File: config.mk
export PLATFORM = sky130hd
export DESIGN_NAME = link_rx_regs_flat
export DESIGN_NICKNAME = d
export VERILOG_FILES = /design/src/core/link_regs_pkg.sv /design/src/core/link_if.sv /design/src/core/link_rx_regs.sv /design/src/flat_wrapper.sv
export SDC_FILE = /design/constraint.sdc
export NUM_CORES = 1
export LEC_CHECK = 0
export BUFFER_PORTS_ARGS = -buffer_cell sky130_fd_sc_hd__buf_2
export CORE_AREA = 2 2 151 153
export DETAILED_ROUTE_END_ITERATION = 7
export DIE_AREA = 0 0 153 155
export PLACE_DENSITY = 0.69
export SYNTH_ARGS = -nofsm -noshare
export SYNTH_HDL_FRONTEND = slang
export SYNTH_SLANG_ARGS = --single-unit
File: constraint.sdc
create_clock -name pclk -period 2.6 [get_ports pclk]
set_clock_uncertainty 0.15 [all_clocks]
set_input_delay 0.13 -clock pclk [delete_from_list [all_inputs] [get_ports pclk]]
set_output_delay 0.13 -clock pclk [all_outputs]
set_load 0.03 [all_outputs]
File: src/core/link_regs_pkg.sv
// Constants shared by the link receiver register bank and the link transmitter model
// Contract
// RULE_01 - Sample index picks the checked sample position
// RULE_02 - Channel select 0 or 2 picks converter
// RULE_03 - Writing one to clear resets result
// RULE_04 - Comparison runs only while enable set
// RULE_05 - Two reference bytes form expected sample
// RULE_06 - Result bit zero on match, one else
// RULE_07 - Software writes config byte 0x01; resets zero
// RULE_08 - Mask bit set inverts that lane's data
// RULE_09 - Expose received device identifier, read-only
// RULE_10 - Expose adjust resolution; transmitter sends zero
// RULE_11 - Expose received bank identifier, read-only
// RULE_12 - Expose direction flag bit six; sent zero
// RULE_13 - Expose phase request bit five; sent zero
// RULE_14 - Expose received five-bit lane identifier
// RULE_15 - Fail flag holds until software clears
package link_regs_pkg;
  // ------------------------------------------------------------
  // Geometry
  // ------------------------------------------------------------
  localparam int LANES = 8;
  localparam int SAMPLES = 4;
  localparam int SAMPLE_W = 16;
  localparam int REG_INDEX_W = 12;
  // ------------------------------------------------------------
  // Register indices (byte address is four times the index)
  // ------------------------------------------------------------
  localparam logic [11:0] IDX_CHECK_CONTROL = 12'h32C;
  localparam logic [11:0] IDX_CHECK_REF_LOW = 12'h32D;
  localparam logic [11:0] IDX_CHECK_REF_HIGH = 12'h32E;
  localparam logic [11:0] IDX_CHECK_RESULT = 12'h32F;
  localparam logic [11:0] IDX_LINK_CONFIG = 12'h333;
  localparam logic [11:0] IDX_LANE_INVERT = 12'h334;
  localparam logic [11:0] IDX_RX_DEVICE_IDENT = 12'h400;
  localparam logic [11:0] IDX_RX_BANK_ADJUST = 12'h401;
  localparam logic [11:0] IDX_RX_LANE0_IDENT = 12'h402;
  localparam logic [11:0] IDX_IRQ_STATUS = 12'h410;
  localparam logic [11:0] IDX_IRQ_MASK = 12'h411;
  // ------------------------------------------------------------
  // Fields and reset values
  // ------------------------------------------------------------
  localparam int CTL_ENABLE_BIT = 0;
  localparam int CTL_CLEAR_BIT = 1;
  localparam int CTL_CHAN_LSB = 2;
  localparam int CTL_SAMPLE_LSB = 4;
  localparam logic [1:0] CHAN_ZERO = 2'h0;
  localparam logic [1:0] CHAN_ONE = 2'h2;
  localparam int LID_PHADJ_BIT = 5;
  localparam int LID_ADJDIR_BIT = 6;
  localparam logic [7:0] RESET_BYTE = 8'h00;
  localparam logic [7:0] LINK_CONFIG_REQUIRED = 8'h01;
  // Interrupt status bits: 0 check failed, 1 new link parameters captured
  localparam int IRQ_FAIL_BIT = 0;
  localparam int IRQ_PARAM_BIT = 1;
  // Transmitter parameter counter end value; parameters are sent every 64 clock cycles
  localparam logic [7:0] PARAM_PERIOD = 8'h3F;
endpackage

File: src/core/link_if.sv
// Interface joining link receiver register bank and link transmitter
`timescale 1ns/1ps
`default_nettype none
interface link_if import link_regs_pkg::*; ();
  logic [LANES*8-1:0] lane_data;
  logic [SAMPLES*SAMPLE_W-1:0] chan0_samples;
  logic [SAMPLES*SAMPLE_W-1:0] chan1_samples;
  logic samples_valid;
  logic param_valid;
  logic [7:0] param_device_ident;
  logic [7:0] param_bank_adjust;
  logic [7:0] param_lane_ident;
  modport rx (input lane_data, chan0_samples, chan1_samples, samples_valid,
    param_valid, param_device_ident, param_bank_adjust, param_lane_ident);
  modport tx (output lane_data, chan0_samples, chan1_samples, samples_valid,
    param_valid, param_device_ident, param_bank_adjust, param_lane_ident);
endinterface
`default_nettype wire

File: src/core/link_rx_regs.sv
// Link receiver register bank: transport self check, lane inversion, lane 0 parameters
//
// Implementation choice: the APB slave port.
`timescale 1ns/1ps
`default_nettype none
module link_rx_regs import link_regs_pkg::*; (
  input wire logic pclk,
  input wire logic presetn,
  input wire logic psel,
  input wire logic penable,
  input wire logic pwrite,
  input wire logic [31:0] paddr,
  input wire logic [31:0] pwdata,
  output logic [31:0] prdata,
  output logic pready,
  output logic pslverr,
  output logic irq,
  output logic [LANES*8-1:0] lane_data_out,
  output logic link_config_ok,
  link_if.rx link
);
  // ------------------------------------------------------------
  // Bus decode
  // ------------------------------------------------------------
  // One wait state: pready rises after the first access edge, and writes land
  // only at the completion edge, where the master samples pready high
  logic access;
  logic wr_en;
  logic rd_en;
  logic [11:0] idx;
  logic mapped;
  assign access = psel && penable && !pready;
  assign idx = paddr[13:2];
  assign wr_en = psel && penable && pready && pwrite && mapped;
  assign rd_en = access && !pwrite && mapped;

  function automatic logic is_mapped(input logic [11:0] i, input logic [1:0] lo);
    is_mapped = (lo == 2'h0) && (i == IDX_CHECK_CONTROL || i == IDX_CHECK_REF_LOW ||
      i == IDX_CHECK_REF_HIGH || i == IDX_CHECK_RESULT || i == IDX_LINK_CONFIG ||
      i == IDX_LANE_INVERT || i == IDX_RX_DEVICE_IDENT || i == IDX_RX_BANK_ADJUST ||
      i == IDX_RX_LANE0_IDENT || i == IDX_IRQ_STATUS || i == IDX_IRQ_MASK) &&
      (paddr[31:14] == 18'h00000);
  endfunction
  assign mapped = is_mapped(idx, paddr[1:0]);

  // ------------------------------------------------------------
  // Writable registers
  // ------------------------------------------------------------
  logic [5:0] control_reg;
  logic [7:0] ref_low_reg;
  logic [7:0] ref_high_reg;
  logic [7:0] link_config_reg;
  logic [7:0] lane_invert_reg;
  logic [1:0] irq_mask_reg;
  always_ff @(posedge pclk or negedge presetn) begin
    if (!presetn) begin
      control_reg <= 6'h00;
      ref_low_reg <= RESET_BYTE;
      ref_high_reg <= RESET_BYTE;
      link_config_reg <= RESET_BYTE;
      lane_invert_reg <= RESET_BYTE;
      irq_mask_reg <= 2'h0;
    end else if (wr_en) begin
      case (idx)
        IDX_CHECK_CONTROL: control_reg <= pwdata[5:0];
        IDX_CHECK_REF_LOW: ref_low_reg <= pwdata[7:0]; // RULE_05
        IDX_CHECK_REF_HIGH: ref_high_reg <= pwdata[7:0]; // RULE_05
        IDX_LINK_CONFIG: link_config_reg <= pwdata[7:0]; // RULE_07
        IDX_LANE_INVERT: lane_invert_reg <= pwdata[7:0];
        IDX_IRQ_MASK: irq_mask_reg <= pwdata[1:0];
        default: begin
        end
      endcase
    end
  end

  // ------------------------------------------------------------
  // Transport self check
  // ------------------------------------------------------------
  logic check_enable;
  logic check_result_clear;
  logic [1:0] check_channel_select;
  logic [1:0] check_sample_index;
  logic [15:0] expected_sample;
  logic [15:0] selected_sample;
  logic chan_valid;
  logic mismatch;
  logic check_fail_flag;
  assign check_enable = control_reg[CTL_ENABLE_BIT];
  assign check_result_clear = control_reg[CTL_CLEAR_BIT];
  assign check_channel_select = control_reg[CTL_CHAN_LSB +: 2];
  assign check_sample_index = control_reg[CTL_SAMPLE_LSB +: 2];
  assign expected_sample = {ref_high_reg, ref_low_reg}; // RULE_05
  // Codes 1 and 3 pick no channel, so no check runs on them
  assign chan_valid = (check_channel_select == CHAN_ZERO) ||
    (check_channel_select == CHAN_ONE); // RULE_02
  always_comb begin
    if (check_channel_select == CHAN_ONE) begin
      selected_sample = link.chan1_samples[check_sample_index*SAMPLE_W +: SAMPLE_W]; // RULE_01 RULE_02
    end else begin
      selected_sample = link.chan0_samples[check_sample_index*SAMPLE_W +: SAMPLE_W]; // RULE_01 RULE_02
    end
  end
  assign mismatch = check_enable && chan_valid && link.samples_valid &&
    (selected_sample != expected_sample); // RULE_04 RULE_05

  // Clear bit is level-held: while it stays 1 the result is kept reset,
  // but a mismatch in the same cycle wins over the clear and sets the flag
  always_ff @(posedge pclk or negedge presetn) begin
    if (!presetn) begin
      check_fail_flag <= 1'b0;
    end else if (mismatch) begin
      check_fail_flag <= 1'b1; // RULE_06 RULE_15
    end else if (check_result_clear) begin
      check_fail_flag <= 1'b0; // RULE_03
    end
  end

  // ------------------------------------------------------------
  // Lane inversion
  // ------------------------------------------------------------
  always_ff @(posedge pclk or negedge presetn) begin
    if (!presetn) begin
      lane_data_out <= '0;
    end else begin
      for (int l = 0; l < LANES; l++) begin
        lane_data_out[l*8 +: 8] <= link.lane_data[l*8 +: 8] ^ {8{lane_invert_reg[l]}}; // RULE_08
      end
    end
  end

  always_ff @(posedge pclk or negedge presetn) begin
    if (!presetn) begin
      link_config_ok <= 1'b0;
    end else begin
      link_config_ok <= (link_config_reg == LINK_CONFIG_REQUIRED); // RULE_07
    end
  end

  // ------------------------------------------------------------
  // Lane 0 link parameter capture
  // ------------------------------------------------------------
  logic [7:0] rx_device_ident_reg;
  logic [7:0] rx_bank_adjust_reg;
  logic [7:0] rx_lane0_ident_reg;
  always_ff @(posedge pclk or negedge presetn) begin
    if (!presetn) begin
      rx_device_ident_reg <= RESET_BYTE;
      rx_bank_adjust_reg <= RESET_BYTE;
      rx_lane0_ident_reg <= RESET_BYTE;
    end else if (link.param_valid) begin
      rx_device_ident_reg <= link.param_device_ident; // RULE_09
      rx_bank_adjust_reg <= link.param_bank_adjust; // RULE_10 RULE_11
      // Top bit is reserved and always reads zero
      rx_lane0_ident_reg <= {1'b0, link.param_lane_ident[LID_ADJDIR_BIT],
        link.param_lane_ident[LID_PHADJ_BIT], link.param_lane_ident[4:0]}; // RULE_12 RULE_13 RULE_14
    end
  end

  // ------------------------------------------------------------
  // Interrupts
  // ------------------------------------------------------------
  logic [1:0] irq_status_reg;
  logic [1:0] irq_events;
  logic status_read;
  assign irq_events = {link.param_valid, mismatch};
  assign status_read = rd_en && (idx == IDX_IRQ_STATUS);
  // A new event in the read cycle survives the clear
  always_ff @(posedge pclk or negedge presetn) begin
    if (!presetn) begin
      irq_status_reg <= 2'h0;
    end else begin
      irq_status_reg <= (status_read ? 2'h0 : irq_status_reg) | irq_events;
    end
  end
  always_ff @(posedge pclk or negedge presetn) begin
    if (!presetn) begin
      irq <= 1'b0;
    end else begin
      irq <= |(((status_read ? 2'h0 : irq_status_reg) | irq_events) & irq_mask_reg);
    end
  end

  // ------------------------------------------------------------
  // Read data and answer
  // ------------------------------------------------------------
  always_ff @(posedge pclk or negedge presetn) begin
    if (!presetn) begin
      pready <= 1'b0;
      pslverr <= 1'b0;
      prdata <= 32'h00000000;
    end else begin
      pready <= access;
      pslverr <= access && !mapped;
      prdata <= 32'h00000000;
      if (rd_en) begin
        case (idx)
          IDX_CHECK_CONTROL: prdata <= {26'h0000000, control_reg};
          IDX_CHECK_REF_LOW: prdata <= {24'h000000, ref_low_reg};
          IDX_CHECK_REF_HIGH: prdata <= {24'h000000, ref_high_reg};
          IDX_CHECK_RESULT: prdata <= {31'h00000000, check_fail_flag}; // RULE_06
          IDX_LINK_CONFIG: prdata <= {24'h000000, link_config_reg};
          IDX_LANE_INVERT: prdata <= {24'h000000, lane_invert_reg};
          IDX_RX_DEVICE_IDENT: prdata <= {24'h000000, rx_device_ident_reg}; // RULE_09
          IDX_RX_BANK_ADJUST: prdata <= {24'h000000, rx_bank_adjust_reg}; // RULE_10 RULE_11
          IDX_RX_LANE0_IDENT: prdata <= {24'h000000, rx_lane0_ident_reg}; // RULE_14
          IDX_IRQ_STATUS: prdata <= {30'h00000000, irq_status_reg};
          IDX_IRQ_MASK: prdata <= {30'h00000000, irq_mask_reg};
          default: prdata <= 32'h00000000;
        endcase
      end
    end
  end
endmodule
`default_nettype wire

File: src/flat_wrapper.sv
// flat-port wrapper written by rule: the top's interface ports become plain ports
module link_rx_regs_flat import link_regs_pkg::*;
  (pclk, presetn, psel, penable, pwrite, paddr, pwdata, prdata, pready, pslverr, irq, lane_data_out, link_config_ok, link_lane_data, link_chan0_samples, link_chan1_samples, link_samples_valid, link_param_valid, link_param_device_ident, link_param_bank_adjust, link_param_lane_ident);
  link_if link_i ();
  input wire logic pclk;
  input wire logic presetn;
  input wire logic psel;
  input wire logic penable;
  input wire logic pwrite;
  input wire logic [31:0] paddr;
  input wire logic [31:0] pwdata;
  output logic [31:0] prdata;
  output logic pready;
  output logic pslverr;
  output logic irq;
  output logic [LANES*8-1:0] lane_data_out;
  output logic link_config_ok;
  input wire logic [$bits(link_i.lane_data)-1:0] link_lane_data;
  input wire logic [$bits(link_i.chan0_samples)-1:0] link_chan0_samples;
  input wire logic [$bits(link_i.chan1_samples)-1:0] link_chan1_samples;
  input wire logic [$bits(link_i.samples_valid)-1:0] link_samples_valid;
  input wire logic [$bits(link_i.param_valid)-1:0] link_param_valid;
  input wire logic [$bits(link_i.param_device_ident)-1:0] link_param_device_ident;
  input wire logic [$bits(link_i.param_bank_adjust)-1:0] link_param_bank_adjust;
  input wire logic [$bits(link_i.param_lane_ident)-1:0] link_param_lane_ident;
  assign link_i.lane_data = link_lane_data;
  assign link_i.chan0_samples = link_chan0_samples;
  assign link_i.chan1_samples = link_chan1_samples;
  assign link_i.samples_valid = link_samples_valid;
  assign link_i.param_valid = link_param_valid;
  assign link_i.param_device_ident = link_param_device_ident;
  assign link_i.param_bank_adjust = link_param_bank_adjust;
  assign link_i.param_lane_ident = link_param_lane_ident;
  link_rx_regs u_core (.pclk(pclk), .presetn(presetn), .psel(psel), .penable(penable), .pwrite(pwrite), .paddr(paddr), .pwdata(pwdata), .prdata(prdata), .pready(pready), .pslverr(pslverr), .irq(irq), .lane_data_out(lane_data_out), .link_config_ok(link_config_ok), .link(link_i));
endmodule
==> results of run 1 <==
==> kinds of logic after synthesis <==
| logic type | after synthesis |
|---|---|
| and+or+nand+nor | 167 |
| AOI/OAI and AO/OA | 107 |
| muxes | 77 |
| xor gates and xnor gates | 80 |
| DFF | 142 |
| other | 1 |
| buffers and inverters | 75 |
==> tightest hold or removal path, stage by stage <==
cell                       delay, ns
sky130_fd_sc_hd__buf_2          0.09
sky130_fd_sc_hd__nand3b_1       0.18
sky130_fd_sc_hd__o22a_1         0.18
==> layout make-up <==
| class | count | area [sq um] | share of cell area, % |
|---|---|---|---|
| flip-flops and latches | 142 | 3557 | 30.65 |
| clock buffers | 19 | 442.9 | 3.816 |
| repair buffers | 477 | 3242 | 27.93 |
| clock inverters | 13 | 130.1 | 1.121 |
| inverters | 4 | 15.01 | 0.1294 |
| well taps | 285 | 356.6 | 3.072 |
| multi-input cells | 456 | 3861 | 33.26 |
| diodes | 1 | 2.502 | 0.02156 |
==> metrics by stage <==
stage | utilization, % | hold slack, ns
2_1_floorplan | - | -0.3156
3_3_place_gp | 42.59 | -0.04048
3_5_place_dp | 42.59 | -0.03312
4_1_cts | 49.97 | 0.03747
5_1_grt | 52.22 | 0.06133
6_report | 52.22 | 0.05277
==> power by group through the flow <==
stage               logic, mW  registers, mW  clock network, mW
finish                  0.812           2.33               2.34
detailed placement      0.673           2.37                  0
global route            0.873           2.34               2.50
CTS                     0.799           2.33               2.39
floorplan               0.225           2.48                  0
global placement        0.664           2.37                  0
==> synth_stat cells, types with 4 or more instances <==
cell	number	area share, %
sky130_fd_sc_hd__dfrtp_1	142	48
sky130_fd_sc_hd__and3b_1	66	7.8
sky130_fd_sc_hd__a211oi_1	65	6.6
sky130_fd_sc_hd__xor2_1	64	7.6
sky130_fd_sc_hd__mux2_2	63	9.6
sky130_fd_sc_hd__clkbuf_1	43	2.2
sky130_fd_sc_hd__buf_4	24	2.4
sky130_fd_sc_hd__nor4_1	24	2.0
sky130_fd_sc_hd__nand2_1	18	0.91
sky130_fd_sc_hd__xnor2_1	16	1.9
sky130_fd_sc_hd__nor2_1	15	0.76
sky130_fd_sc_hd__mux2i_1	13	1.8
sky130_fd_sc_hd__o21ai_0	10	0.67
sky130_fd_sc_hd__a21oi_1	8	0.54
sky130_fd_sc_hd__a22oi_1	8	0.81
sky130_fd_sc_hd__nand2b_1	6	0.51
sky130_fd_sc_hd__nand4_1	6	0.51
sky130_fd_sc_hd__nor3_1	6	0.40
sky130_fd_sc_hd__a31oi_1	4	0.34
sky130_fd_sc_hd__inv_1	4	0.20
sky130_fd_sc_hd__nand3_1	4	0.27
==> per-layer routing <==
metal / vias to the layer above / track usage, % / part of all wire (%) / routed length [um]
li1: 3230 / - / - / -
met1: 3345 / 24.93 / 41 / 10840
met2: 336 / 36.98 / 51 / 13590
met3: 44 / 4.262 / 5.9 / 1580
met4: 0 / 6.217 / 2.6 / 708
met5: - / 0 / 0 / 0
==> final timing paths <==
| kind | startpoint | to | slack, ns | cells past startpoint |
|---|---|---|---|---|
| max | u_core.control_reg[3] | u_core.irq | 0.07 | 10 |
| min | pwrite | u_core.irq_status_reg[1] | 0.05 | 3 |
| max reg2reg | u_core.control_reg[3] | u_core.irq | 0.07 | 10 |
| min reg2reg | u_core.pready | u_core.pslverr | 0.34 | 1 |
| max in group asynchronous | presetn | u_core.control_reg[4] | 1.41 | 3 |
| min in group asynchronous | presetn | u_core.lane_data_out[13] | 0.10 | 2 |
==> timing repair <==
item / 4_1_cts / 5_1_grt
endpoints found under the hold margin: 247 / 0
pin swaps: 0 / 16
endpoints found under the setup margin: 3 / 3
cloned: 0 / 12
hold buffers: 99 / 0
buffers inserted: 0 / 4
gates resized for setup: 14 / 45
==> out/qor_table.md, run 1 <==
| Group | Quantity | Reported |
| --- | --- | --- |
| synth | Number of flops mapped to enable cells by yosys | 0 |
| grt | Antenna violations before repair | 1 |
| power and ir drop | Switching component of the power | 1.436 mW |
| floorplan | Effective utilization at floorplan | 33.39% |
| setup path | Critical Path Source Type | flop |
| hold path | Classification of the worst-slack hold path | in2reg |
| sta | Worst Max-Slew Pin Slew | 0.5786 ns |
| power and ir drop | Leakage | 5.760 nW |
| synth | Netlist Area Pre-Place | 0.007421 sq mm |
| synth | Count of mapped cells out of synthesis | 649 |
| detailed routing | DRC Markers | 0 |
| floorplan | Core area | 0.02223 sq mm |
| clocking | Num CTS Buffers | 17 |
| sta | Number of max-slew violations in the final report | 0 |
| synth | Post-synth top flop | sky130_fd_sc_hd__dfrtp_1 |
| synth | Post-synthesis register bit count | 142 |
| layout | Flip-flop count of the largest register, all copies and words added | 64 |
| layout | Count of nets after finishing | 1385 |
| grt | Combined global-route utilization of all metal layers | 20.60% |
| clocking | H-tree depth reported by CTS | 4 |
| synth | Fraction of the mapped netlist area in adder cells | 0% |
| setup path | Cell-by-cell listing of the critical path | buf_12, buf_12, and3b_1, a211oi_1, nor4_2, xnor2_1, nand4_1, nor4_2, buf_4, o31ai_1 |
| detailed routing | Initial DRT Pass Iterations | 5 |
| layout | Layout filler cell count | 1953 |
| layout | Top reg by flops | u_core.lane_data_out |
| clocking | TritonCTS clock tree | done |
| grt | First-pass GRT wire length | 38470 um |
| setup path | Max incr delay on CP | 0.41 ns |
| detailed routing | Average via count per standard cell | 4.979 |
| sta | Final hold viol count | 0 |
| sta | Minimum setup slack in the final design | 0.06856 ns |
| clocking | Maximum root-to-sink buffer count | 2 |
| power and ir drop | Power density normalized to cell area | 472.0 mW/mm^2 |
| layout | Commonest non-fill, non-tap cells in the layout | 336 x sky130_fd_sc_hd__buf_2, 139 x sky130_fd_sc_hd__dfrtp_1, 99 x sky130_fd_sc_hd__dlygate4sd3_1 |
| placed design | Setup slack at placement | -0.1686 ns |
| setup path | Arrival time worst endpoint | 2.67 ns |
| setup path | Cell family with most CP delay | simple AND/OR/NAND/NOR gates |
| floorplan | Number of top-level pins | 387 |
| detailed routing | 1st-iter DRT viols | 287 |
| setup path | Worst setup path class | reg2reg |
| clocking | Clock Pin Slew Worst Setup and Hold Paths | 0.06 ns |
| synth | Number of warning messages in the yosys log | 0 |
| floorplan | Die Width | 153 um |
| detailed routing | Average wire per standard cell | 19.13 um |
| synth | Largest family of logic cells by synthesized area | simple AND/OR/NAND/NOR gates |
| power and ir drop | Switch share | 26.20% |
| synth | Xor/xnor cell area share of the yosys netlist | 9.442% |
| layout | Finished Layout Cells | 1397 |
| setup path | Largest driver fanout on the critical path | 17 |
| placed design | HPWL after detailed placement | 17920 um |
| clocking | Insertion delay to the later sink of the worst-skew pair | 0.42 ns |
| power and ir drop | Clock network power share | 42.6% |
| synth | Sequential cell area fraction in the yosys report | 47.88% |
| synth | Multiplexer area fraction after synthesis | 11.62% |
| setup path | Required time worst endpoint | 2.74 ns |
| detailed routing | Detailed-route wire length | 26720 um |
| grt | Number of global-route vias before repair | 7021 |
| outcome | Status | finished, final reports clean |
| power and ir drop | Power, Total | 5.479 mW |
| synth | Share of synthesized cell area in and, or, nand and nor gates | 15.58% |
| floorplan | Standard-cell rows | 55 |
| setup path | Count of buffering cells on the critical path with inverters included | 3 |
| sta | Min cycle time layout | 2.531 ns |
| sta | RSZ-0062 raised after global routing | true |
| placed design | Port Buf Inserts | 337 |
| job | Max capacitance violation total | 0 |
| clocking | Clk Tree Root Cell | sky130_fd_sc_hd__clkbuf_16 |
| power and ir drop | Int Pwr | 4.044 mW |
| sta | Total negative slack | 0 ns |
| placed design | Cell count after placement | 1250 |
| sta | Relative slew margins | 61.43% |
| sta | Count of final setup violators | 0 |
| synth | Synthesized area per cell | 11.43 sq um |
| placed design | RD Place Congestion | 0.8545 |
| grt | Largest net degree at the start of global routing | 68 |
| layout | Area of all placed cells without fillers | 0.01161 sq mm |
| detailed routing | Count of nets left with antenna violations after detail routing | 0 |
| synth | Compound-cell area share of the yosys netlist | 10.40% |
| detailed routing | Routed vias | 6955 |
| sta | Final cycle utilization of the critical path | 97.36% |
| layout | Most common library cell in the layout ignoring fill and taps | sky130_fd_sc_hd__buf_2 |
| grt | Remaining Overflow, GRT | 0 |
| layout | Share of post-route cells with drive strength above 1 | 47.16% |
| setup path | Worst Setup End Kind | flop |
| floorplan | Die H | 155 um |
| power and ir drop | Relative contribution of sequential cells to total power | 42.5% |
| sta | Highest clock rate | 395.0 MHz |
| placed design | Cell area after placement | 0.009467 sq mm |
| floorplan | Die footprint | 0.02372 sq mm |
| synth | Asr flop ratio synth | 100.0% |
| power and ir drop | Gate power share | 14.8% |
| synth | Number of distinct library cells after synthesis | 47 |
| power and ir drop | Highest ir drop seen on vdd | 462.2 uV |
| layout | Area growth from synthesis to final layout | 56.42% |
| clocking | Clock sink count | 142 |
| setup path | Cell with the biggest individual delay on the critical path | sky130_fd_sc_hd__dfrtp_2 |
Note: power is estimated with default switching activity, not from simulation.
==> run 2: changes to the inputs <==
--- a/config.mk
+++ b/config.mk
@@ -6,10 +6,11 @@
 export NUM_CORES = 1
 export LEC_CHECK = 0
 export BUFFER_PORTS_ARGS = -buffer_cell sky130_fd_sc_hd__buf_2
-export CORE_AREA = 2 2 151 153
+export CELL_PAD_IN_SITES_DETAIL_PLACEMENT = 1
+export CELL_PAD_IN_SITES_GLOBAL_PLACEMENT = 1
+export CORE_UTILIZATION = 34
 export DETAILED_ROUTE_END_ITERATION = 7
-export DIE_AREA = 0 0 153 155
-export PLACE_DENSITY = 0.69
+export PLACE_DENSITY = 0.85
 export SYNTH_ARGS = -nofsm -noshare
 export SYNTH_HDL_FRONTEND = slang
 export SYNTH_SLANG_ARGS = --single-unit
==> constraint.sdc (replaced) <==
create_clock -name pclk -period 2.7 [get_ports pclk]
set_clock_uncertainty 0.15 [all_clocks]
set_input_delay 0.135 -clock pclk [delete_from_list [all_inputs] [get_ports pclk]]
set_output_delay 0.135 -clock pclk [all_outputs]
set_load 0.03 [all_outputs]
==> run 2 against run 1 <==
Combinational power fell by 2%. Non-clock buffer count fell by 7. Total power fell by 3.2%. Fmax fell by 2.7%. Clock power fell by 4%. Wire length rose by 9.2%. Global-route usage rose by 5.1 points. First-iteration DRC count fell by 29%. Sequential power fell by 3%. Worst hold slack got worse by 0.0032 ns.
==> out/qor_table.md, run 2 (same netlist as run 1, synthesis figures left out) <==
| Group | Quantity | Reported | Change |
| --- | --- | --- | --- |
| outcome | Status | finished, final reports clean |  |
| job | Max capacitance violation total | 0 | unchanged |
| clocking | Num CTS Buffers | 17 | unchanged |
| grt | Met1 track demand over resource in global routing | 29.63% | +4.7 points |
| floorplan | Standard-cell rows | 53 | -3.6% |
| setup path | Critical Path Source Type | flop |  |
| floorplan | Die H | 149.7 um | -3.4% |
| sta | Number of max-slew violations in the final report | 0 | unchanged |
| layout | Finished Layout Cells | 1381 | -1.1% |
| detailed routing | Initial DRT Pass Iterations | 5 | unchanged |
| grt | Antenna violations before repair | 3 | +2 |
| clocking | Clock sink count | 142 | unchanged |
| layout | Most common library cell in the layout ignoring fill and taps | sky130_fd_sc_hd__buf_2 |  |
| detailed routing | DRC Markers | 0 | unchanged |
| setup path | Required time worst endpoint | 2.84 ns | +0.10 ns |
| power and ir drop | Power density normalized to cell area | 474.2 mW/mm^2 | +0.45% |
| detailed routing | Detailed-route wire length | 29190 um | +9.2% |
| layout | Commonest non-fill, non-tap cells in the layout | 336 x sky130_fd_sc_hd__buf_2, 140 x sky130_fd_sc_hd__dfrtp_1, 99 x sky130_fd_sc_hd__dlygate4sd3_1 |  |
| grt | Remaining Overflow, GRT | 0 | unchanged |
| sta | Minimum setup slack in the final design | 0.09779 ns | +0.02923 ns |
| clocking | Maximum root-to-sink buffer count | 2 | unchanged |
| layout | Count of nets after finishing | 1377 | -0.58% |
| sta | Min cycle time layout | 2.602 ns | +0.07077 ns |
| layout | Share of post-route cells with drive strength above 1 | 44.06% | -3.1 points |
| placed design | Cell count after placement | 1243 | -0.56% |
| setup path | Worst setup path class | reg2reg |  |
| sta | Count of final setup violators | 0 | unchanged |
| layout | Area of all placed cells without fillers | 0.01119 sq mm | -3.6% |
| sta | Highest clock rate | 384.3 MHz | -2.7% |
| layout | Finished Core Util | 52.73% | +0.51 points |
| sta | Worst Max-Slew Pin Slew | 0.6525 ns | +0.07391 ns |
| detailed routing | Average wire per standard cell | 21.14 um | +11% |
| placed design | HPWL after detailed placement | 19580 um | +9.2% |
| layout | Flip-flop count of the largest register, all copies and words added | 64 | unchanged |
| grt | Most heavily used metal layer in global routing | met2 |  |
| grt | Met2 track demand over resource in global routing | 47.13% | +10 points |
| clocking | Clock Pin Slew Worst Setup and Hold Paths | 0.07 ns | about the same |
| hold path | Classification of the worst-slack hold path | in2reg |  |
| grt | First-pass GRT wire length | 43050 um | +12% |
| clocking | TritonCTS clock tree | done |  |
| power and ir drop | Leakage | 5.635 nW | -2.2% |
| grt | Largest net degree at the start of global routing | 67 | -1.5% |
| placed design | RD Place Congestion | 0.8096 | -5.3% |
| grt | Number of global-route vias before repair | 7572 | +7.8% |
| setup path | Worst Setup End Kind | flop |  |
| clocking | Insertion delay to the later sink of the worst-skew pair | 0.41 ns | about the same |
| floorplan | Die Width | 149.7 um | -2.1% |
| floorplan | Effective utilization at floorplan | 34.97% | +1.6 points |
| grt | Met3 usage in global routing | 4.756% | +0.49 points |
| setup path | Arrival time worst endpoint | 2.74 ns | +0.07 ns |
| sta | RSZ-0062 raised after global routing | true |  |
| sta | Relative slew margins | 56.41% | -5.0 points |
| detailed routing | Routed vias | 7030 | +1.1% |
| detailed routing | Count of nets left with antenna violations after detail routing | 0 | unchanged |
| clocking | H-tree depth reported by CTS | 4 | unchanged |
| floorplan | Number of top-level pins | 387 | unchanged |
| sta | Final cycle utilization of the critical path | 96.38% | -0.98 points |
| grt | Combined global-route utilization of all metal layers | 25.72% | +5.1 points |
| clocking | Clk Tree Root Cell | sky130_fd_sc_hd__clkbuf_16 |  |
| setup path | Largest driver fanout on the critical path | 41 | +24 |
| layout | Top reg by flops | u_core.lane_data_out |  |
| placed design | Setup slack at placement | -0.1780 ns | -0.009367 ns |
| power and ir drop | Power, Total | 5.306 mW | -3.2% |
| detailed routing | 1st-iter DRT viols | 203 | -29% |
| sta | Final hold viol count | 0 | unchanged |
| placed design | Cell area after placement | 0.009464 sq mm | about the same |
| floorplan | Core area | 0.02122 sq mm | -4.5% |
| layout | Layout filler cell count | 2380 | +22% |
| power and ir drop | Highest ir drop seen on vdd | 557.4 uV | +21% |
| floorplan | Die footprint | 0.02242 sq mm | -5.5% |
| detailed routing | Average via count per standard cell | 5.091 | +2.2% |
| layout | Area growth from synthesis to final layout | 50.78% |  |
| placed design | Port Buf Inserts | 337 | unchanged |
==> run 2: cell types whose count changed in the layout (fill, tap and decap cells not counted), moves of 2 or more <==
cell	change
sky130_fd_sc_hd__a211oi_4	-3
sky130_fd_sc_hd__clkbuf_16	-6
sky130_fd_sc_hd__a211oi_1	+22
sky130_fd_sc_hd__buf_4	+5
sky130_fd_sc_hd__buf_12	-2
sky130_fd_sc_hd__inv_8	+2
sky130_fd_sc_hd__nor4_2	-6
sky130_fd_sc_hd__a211oi_2	-19
sky130_fd_sc_hd__buf_6	-4
sky130_fd_sc_hd__diode_2	+2
sky130_fd_sc_hd__nor4_1	+7
==> run 2: report_power, final <==
group | total, mW | internal [mW] | switching [mW]
Sequential | 2.25 | 2.21 | 0.0428
Clock | 2.25 | 1.24 | 1.02
Combinational | 0.798 | 0.367 | 0.431
Total | 5.31 | 3.81 | 1.49
==> run 2: worst paths after layout <==
| kind | slack, ns | depth (start not counted) | endpoint | startpoint |
|---|---|---|---|---|
| min in group asynchronous | 0.11 | 2 | u_core.lane_data_out[51] | presetn |
| min | 0.05 | 5 | u_core.pslverr | paddr[18] |
| max in group asynchronous | 1.48 | 3 | u_core.control_reg[3] | presetn |
| max | 0.1 | 10 | u_core.irq | u_core.control_reg[2] |
| max reg2reg | 0.1 | 10 | u_core.irq | u_core.control_reg[2] |
| min reg2reg | 0.36 | 1 | u_core.rx_device_ident_reg[0] | u_core.rx_device_ident_reg[0] |
==> run 2: critical path, cell delays in order (launching register included) <==
cell	delay, ns
sky130_fd_sc_hd__dfrtp_2	0.45
sky130_fd_sc_hd__buf_12	0.18
sky130_fd_sc_hd__and3b_1	0.22
sky130_fd_sc_hd__a211oi_1	0.04
sky130_fd_sc_hd__buf_4	0.16
sky130_fd_sc_hd__nor4_1	0.36
sky130_fd_sc_hd__xnor2_1	0.17
sky130_fd_sc_hd__nand4_1	0.18
sky130_fd_sc_hd__nor4_4	0.32
sky130_fd_sc_hd__buf_4	0.17
sky130_fd_sc_hd__o31ai_1	0.07
==> run 2: metrics by stage <==
| stage | hold slack (ns) | TNS, ns |
|---|---|---|
| 2_1_floorplan | -0.3106 | 0 |
| 3_3_place_gp | -0.02158 | -0.3583 |
| 3_5_place_dp | -0.009049 | -0.5189 |
| 4_1_cts | 0.02203 | 0 |
| 5_1_grt | 0.07372 | -0.1319 |
| 6_report | 0.04955 | 0 |
==> run 2: cell type report <==
| class | instances | area [sq um] | share of cell area [%] |
|---|---|---|---|
| antenna | 3 | 7.507 | 0.06709 |
| clock buffer | 18 | 439.2 | 3.925 |
| clock inverter | 14 | 122.6 | 1.096 |
| inverter | 4 | 15.01 | 0.1342 |
| multi-input combinational | 455 | 3661 | 32.72 |
| sequential | 142 | 3556 | 31.78 |
| tap | 275 | 344.1 | 3.075 |
| timing repair buffer | 470 | 3044 | 27.21 |
==> run 2: per-layer routing <==
| layer | up-vias | wire length, um |
|---|---|---|
| met5 | - | 0 |
| met4 | 0 | 688 |
| met3 | 37 | 1953 |
| met2 | 309 | 15390 |
| met1 | 3465 | 11160 |
| li1 | 3219 | - |
==> run 2: what timing repair did <==
action                     in CTS  in global routing
setup endpoints to repair       3                  3
gates resized for setup         5                 16
hold buffers                   99                  0
hold endpoints to repair      191                  0
gates cloned                    0                  2
setup buffers                   0                  2
pin swaps                       0                  3
==> run 3: changes to the inputs <==
--- a/config.mk
+++ b/config.mk
@@ -7,10 +7,12 @@
 export LEC_CHECK = 0
 export BUFFER_PORTS_ARGS = -buffer_cell sky130_fd_sc_hd__buf_2
 export CELL_PAD_IN_SITES_DETAIL_PLACEMENT = 1
-export CELL_PAD_IN_SITES_GLOBAL_PLACEMENT = 1
-export CORE_UTILIZATION = 34
+export CELL_PAD_IN_SITES_GLOBAL_PLACEMENT = 2
+export CORE_UTILIZATION = 27
+export CTS_CLUSTER_SIZE = 16
 export DETAILED_ROUTE_END_ITERATION = 7
 export PLACE_DENSITY = 0.85
+export RECOVER_POWER = 50
 export SYNTH_ARGS = -nofsm -noshare
 export SYNTH_HDL_FRONTEND = slang
 export SYNTH_SLANG_ARGS = --single-unit
==> run 3 against run 2 <==
Global-route usage decreased by 5.2 points. Core utilization fell by 9.7 points. Setup slack got worse by 0.043 ns. Cell area increased by 3.7%. Non-clock buffer count increased by 9. Critical path type unchanged. Critical endpoint is now u_core.check_fail_flag.
==> out/qor_table.md, run 3 (same netlist as run 1, synthesis figures left out) <==
| Group | Quantity | Reported | Change |
| --- | --- | --- | --- |
| outcome | Status | finished, final reports clean |  |
| detailed routing | Detailed-route wire length | 29950 um | +2.6% |
| layout | Layout filler cell count | 3046 | +28% |
| placed design | Cell count after placement | 1311 | +5.5% |
| job | Max capacitance violation total | 0 | unchanged |
| setup path | Critical path launch point | u_core.control_reg[3] |  |
| setup path | Critical Path Source Type | flop |  |
| sta | Number of max-slew violations in the final report | 0 | unchanged |
| layout | Finished Layout Cells | 1452 | +5.1% |
| layout | Area growth from synthesis to final layout | 56.35% |  |
| setup path | Worst setup path class | reg2reg |  |
| detailed routing | Average via count per standard cell | 4.795 | -5.8% |
| floorplan | Die H | 167.8 um | +12% |
| setup path | Crit path top cell by count | sky130_fd_sc_hd__buf_4 |  |
| floorplan | Core area | 0.02695 sq mm | +27% |
| sta | Final cycle utilization of the critical path | 97.98% | +1.6 points |
| clocking | TritonCTS clock tree | done |  |
| placed design | HPWL after detailed placement | 20030 um | +2.3% |
| placed design | Port Buf Inserts | 337 | unchanged |
| sta | Relative slew margins | 53.49% | -2.9 points |
| detailed routing | Count of nets left with antenna violations after detail routing | 0 | unchanged |
| clocking | H-tree depth reported by CTS | 4 | unchanged |
| setup path | Cell with the biggest individual delay on the critical path | sky130_fd_sc_hd__dfrtp_2 |  |
| grt | First-pass GRT wire length | 44190 um | +2.7% |
| setup path | Max incr delay on CP | 0.49 ns | +0.04 ns |
| setup path | Arrival time worst endpoint | 2.78 ns | +0.04 ns |
| clocking | Insertion delay to the later sink of the worst-skew pair | 0.41 ns | about the same |
| power and ir drop | Power density normalized to cell area | 487.0 mW/mm^2 | +2.7% |
| grt | Largest net degree at the start of global routing | 66 | -1.5% |
| hold path | Classification of the worst-slack hold path | in2reg |  |
| setup path | Cell-by-cell listing of the critical path | buf_4, clkbuf_16, and3b_1, a211oi_2, nor4_1, buf_4, xnor2_2, nand4_1, nor4_2, buf_4, o22ai_2 |  |
| layout | Flip-flop count of the largest register, all copies and words added | 64 | unchanged |
| floorplan | Number of top-level pins | 387 | unchanged |
| clocking | Clock sink count | 142 | unchanged |
| placed design | RD Place Congestion | 0.7883 | -2.6% |
| clocking | Maximum root-to-sink buffer count | 2 | unchanged |
| sta | Min cycle time layout | 2.645 ns | +0.04314 ns |
| layout | Commonest non-fill, non-tap cells in the layout | 260 x sky130_fd_sc_hd__buf_2, 140 x sky130_fd_sc_hd__dfrtp_1, 101 x sky130_fd_sc_hd__dlygate4sd3_1 |  |
| layout | Top reg by flops | u_core.lane_data_out |  |
| setup path | Worst Setup End Kind | flop |  |
| layout | Most common library cell in the layout ignoring fill and taps | sky130_fd_sc_hd__buf_2 |  |
| clocking | Clock Pin Slew Worst Setup and Hold Paths | 0.06 ns | about the same |
| grt | Number of global-route vias before repair | 7759 | +2.5% |
| clocking | Num CTS Buffers | 17 | unchanged |
| sta | Count of final setup violators | 0 | unchanged |
| hold path | Worst hold start | pwrite |  |
| detailed routing | DRC Markers | 0 | unchanged |
| sta | Final hold viol count | 0 | unchanged |
| setup path | Largest driver fanout on the critical path | 32 | -22% |
| detailed routing | Average wire per standard cell | 20.63 um | -2.4% |
| grt | Combined global-route utilization of all metal layers | 20.56% | -5.2 points |
| detailed routing | Initial DRT Pass Iterations | 4 | -1 |
| clocking | Clk Tree Root Cell | sky130_fd_sc_hd__clkbuf_16 |  |
| floorplan | Effective utilization at floorplan | 27.53% | -7.4 points |
| floorplan | Die Width | 167.8 um | +12% |
| layout | Area of all placed cells without fillers | 0.01160 sq mm | +3.7% |
| detailed routing | Routed vias | 6962 | -0.97% |
| grt | Remaining Overflow, GRT | 0 | unchanged |
| setup path | Required time worst endpoint | 2.83 ns | about the same |
| power and ir drop | Highest ir drop seen on vdd | 278.5 uV | -50% |
| sta | RSZ-0062 raised after global routing | true |  |
| sta | Worst Max-Slew Pin Slew | 0.6976 ns | +0.04513 ns |
| setup path | Startpoint of the most critical register-to-register path | u_core.control_reg[3] |  |
| detailed routing | 1st-iter DRT viols | 294 | +45% |
| placed design | Cell area after placement | 0.009587 sq mm | +1.3% |
| power and ir drop | Power, Total | 5.650 mW | +6.5% |
| layout | Count of nets after finishing | 1386 | +0.65% |
| power and ir drop | Leakage | 5.573 nW | -1.1% |
| sta | Highest clock rate | 378.0 MHz | -1.6% |
| grt | Antenna violations before repair | 1 | -2 |
| floorplan | Die footprint | 0.02815 sq mm | +26% |
| floorplan | Standard-cell rows | 60 | +13% |
| layout | Share of post-route cells with drive strength above 1 | 38.83% | -5.2 points |
run 3: changes by cell type in the layout (fill, tap and decap cells not counted), sizes merged:
cell / delta
dlygate4sd3: +2
bufinv: +5
clkinv: -1
buf: -75
diode: -2
clkbuf: +84
inv: -8
run 3: final timing paths:
kind | end | cells past startpoint | slack (ns)
worst min-delay path | u_core.irq_status_reg[1] | 3 | 0.06
max in group asynchronous | u_core.rx_device_ident_reg[7] | 4 | 0.80
min in group asynchronous | u_core.rx_device_ident_reg[2] | 3 | 0.55
worst max register to register | u_core.check_fail_flag | 11 | 0.05
worst min register to register | u_core.pslverr | 1 | 0.34
worst max-delay path | u_core.check_fail_flag | 11 | 0.05
run 3: power breakdown:
group	internal, mW	switching [mW]	total [mW]	leakage, nW
clock	1.70	0.901	2.61	0.310
combinational	0.358	0.431	0.789	3.50
sequential	2.21	0.0422	2.26	1.77
total	4.28	1.37	5.65	5.57
run 3: per-layer routing:
metal,GRT usage (%),part of all wire (%)
met4,5.864,1.7
met1,22.65,38
met2,38.62,53
met3,5.289,6.7
met5,0,0
run 3: cell type report:
class                           instances  area (sq um)  area share (%)
Multi-Input combinational cell        455          3776           32.55
Sequential cell                       142          3556           30.65
Timing Repair Buffer                  479          3173           27.35
Clock buffer                           20         466.7           4.022
Tap cell                              341         426.7           3.677
Clock inverter                         10         186.4           1.607
Inverter                                4         15.01          0.1294
Antenna cell                            1         2.502         0.02157
run 3: critical path, delay by kind of cell, from the launching register on:
kind	cells	cell delay (ns)
simple gates	4	0.75
compound gates	2	0.32
xor+xnor	1	0.13
buf+inv	4	0.68
flops	1	0.49
run 3: repair_timing:
| item | 4_1_cts | 5_1_grt |
|---|---|---|
| hold buffers | 101 | 0 |
| gates resized for setup | 7 | 32 |
| endpoints found under the setup margin | 3 | 3 |
| hold endpoints to repair | 274 | 0 |
| setup buffers | 0 | 3 |
| pin swaps | 2 | 3 |
| cloned | 0 | 8 |
run 3: metrics by stage:
step                      setup TNS, ns  hold WS [ns]  setup slack, ns  util (%)
after floorplan                       0       -0.3106           0.3026         -
after global placement          -0.5294       -0.1423          -0.1860     35.57
after detailed placement        -0.4361       -0.1369          -0.1585     35.57
after CTS                             0       0.05125          0.01392     41.83
after global routing           -0.09716       0.07947         -0.04126     43.05
final                                 0       0.05524          0.05465     43.05
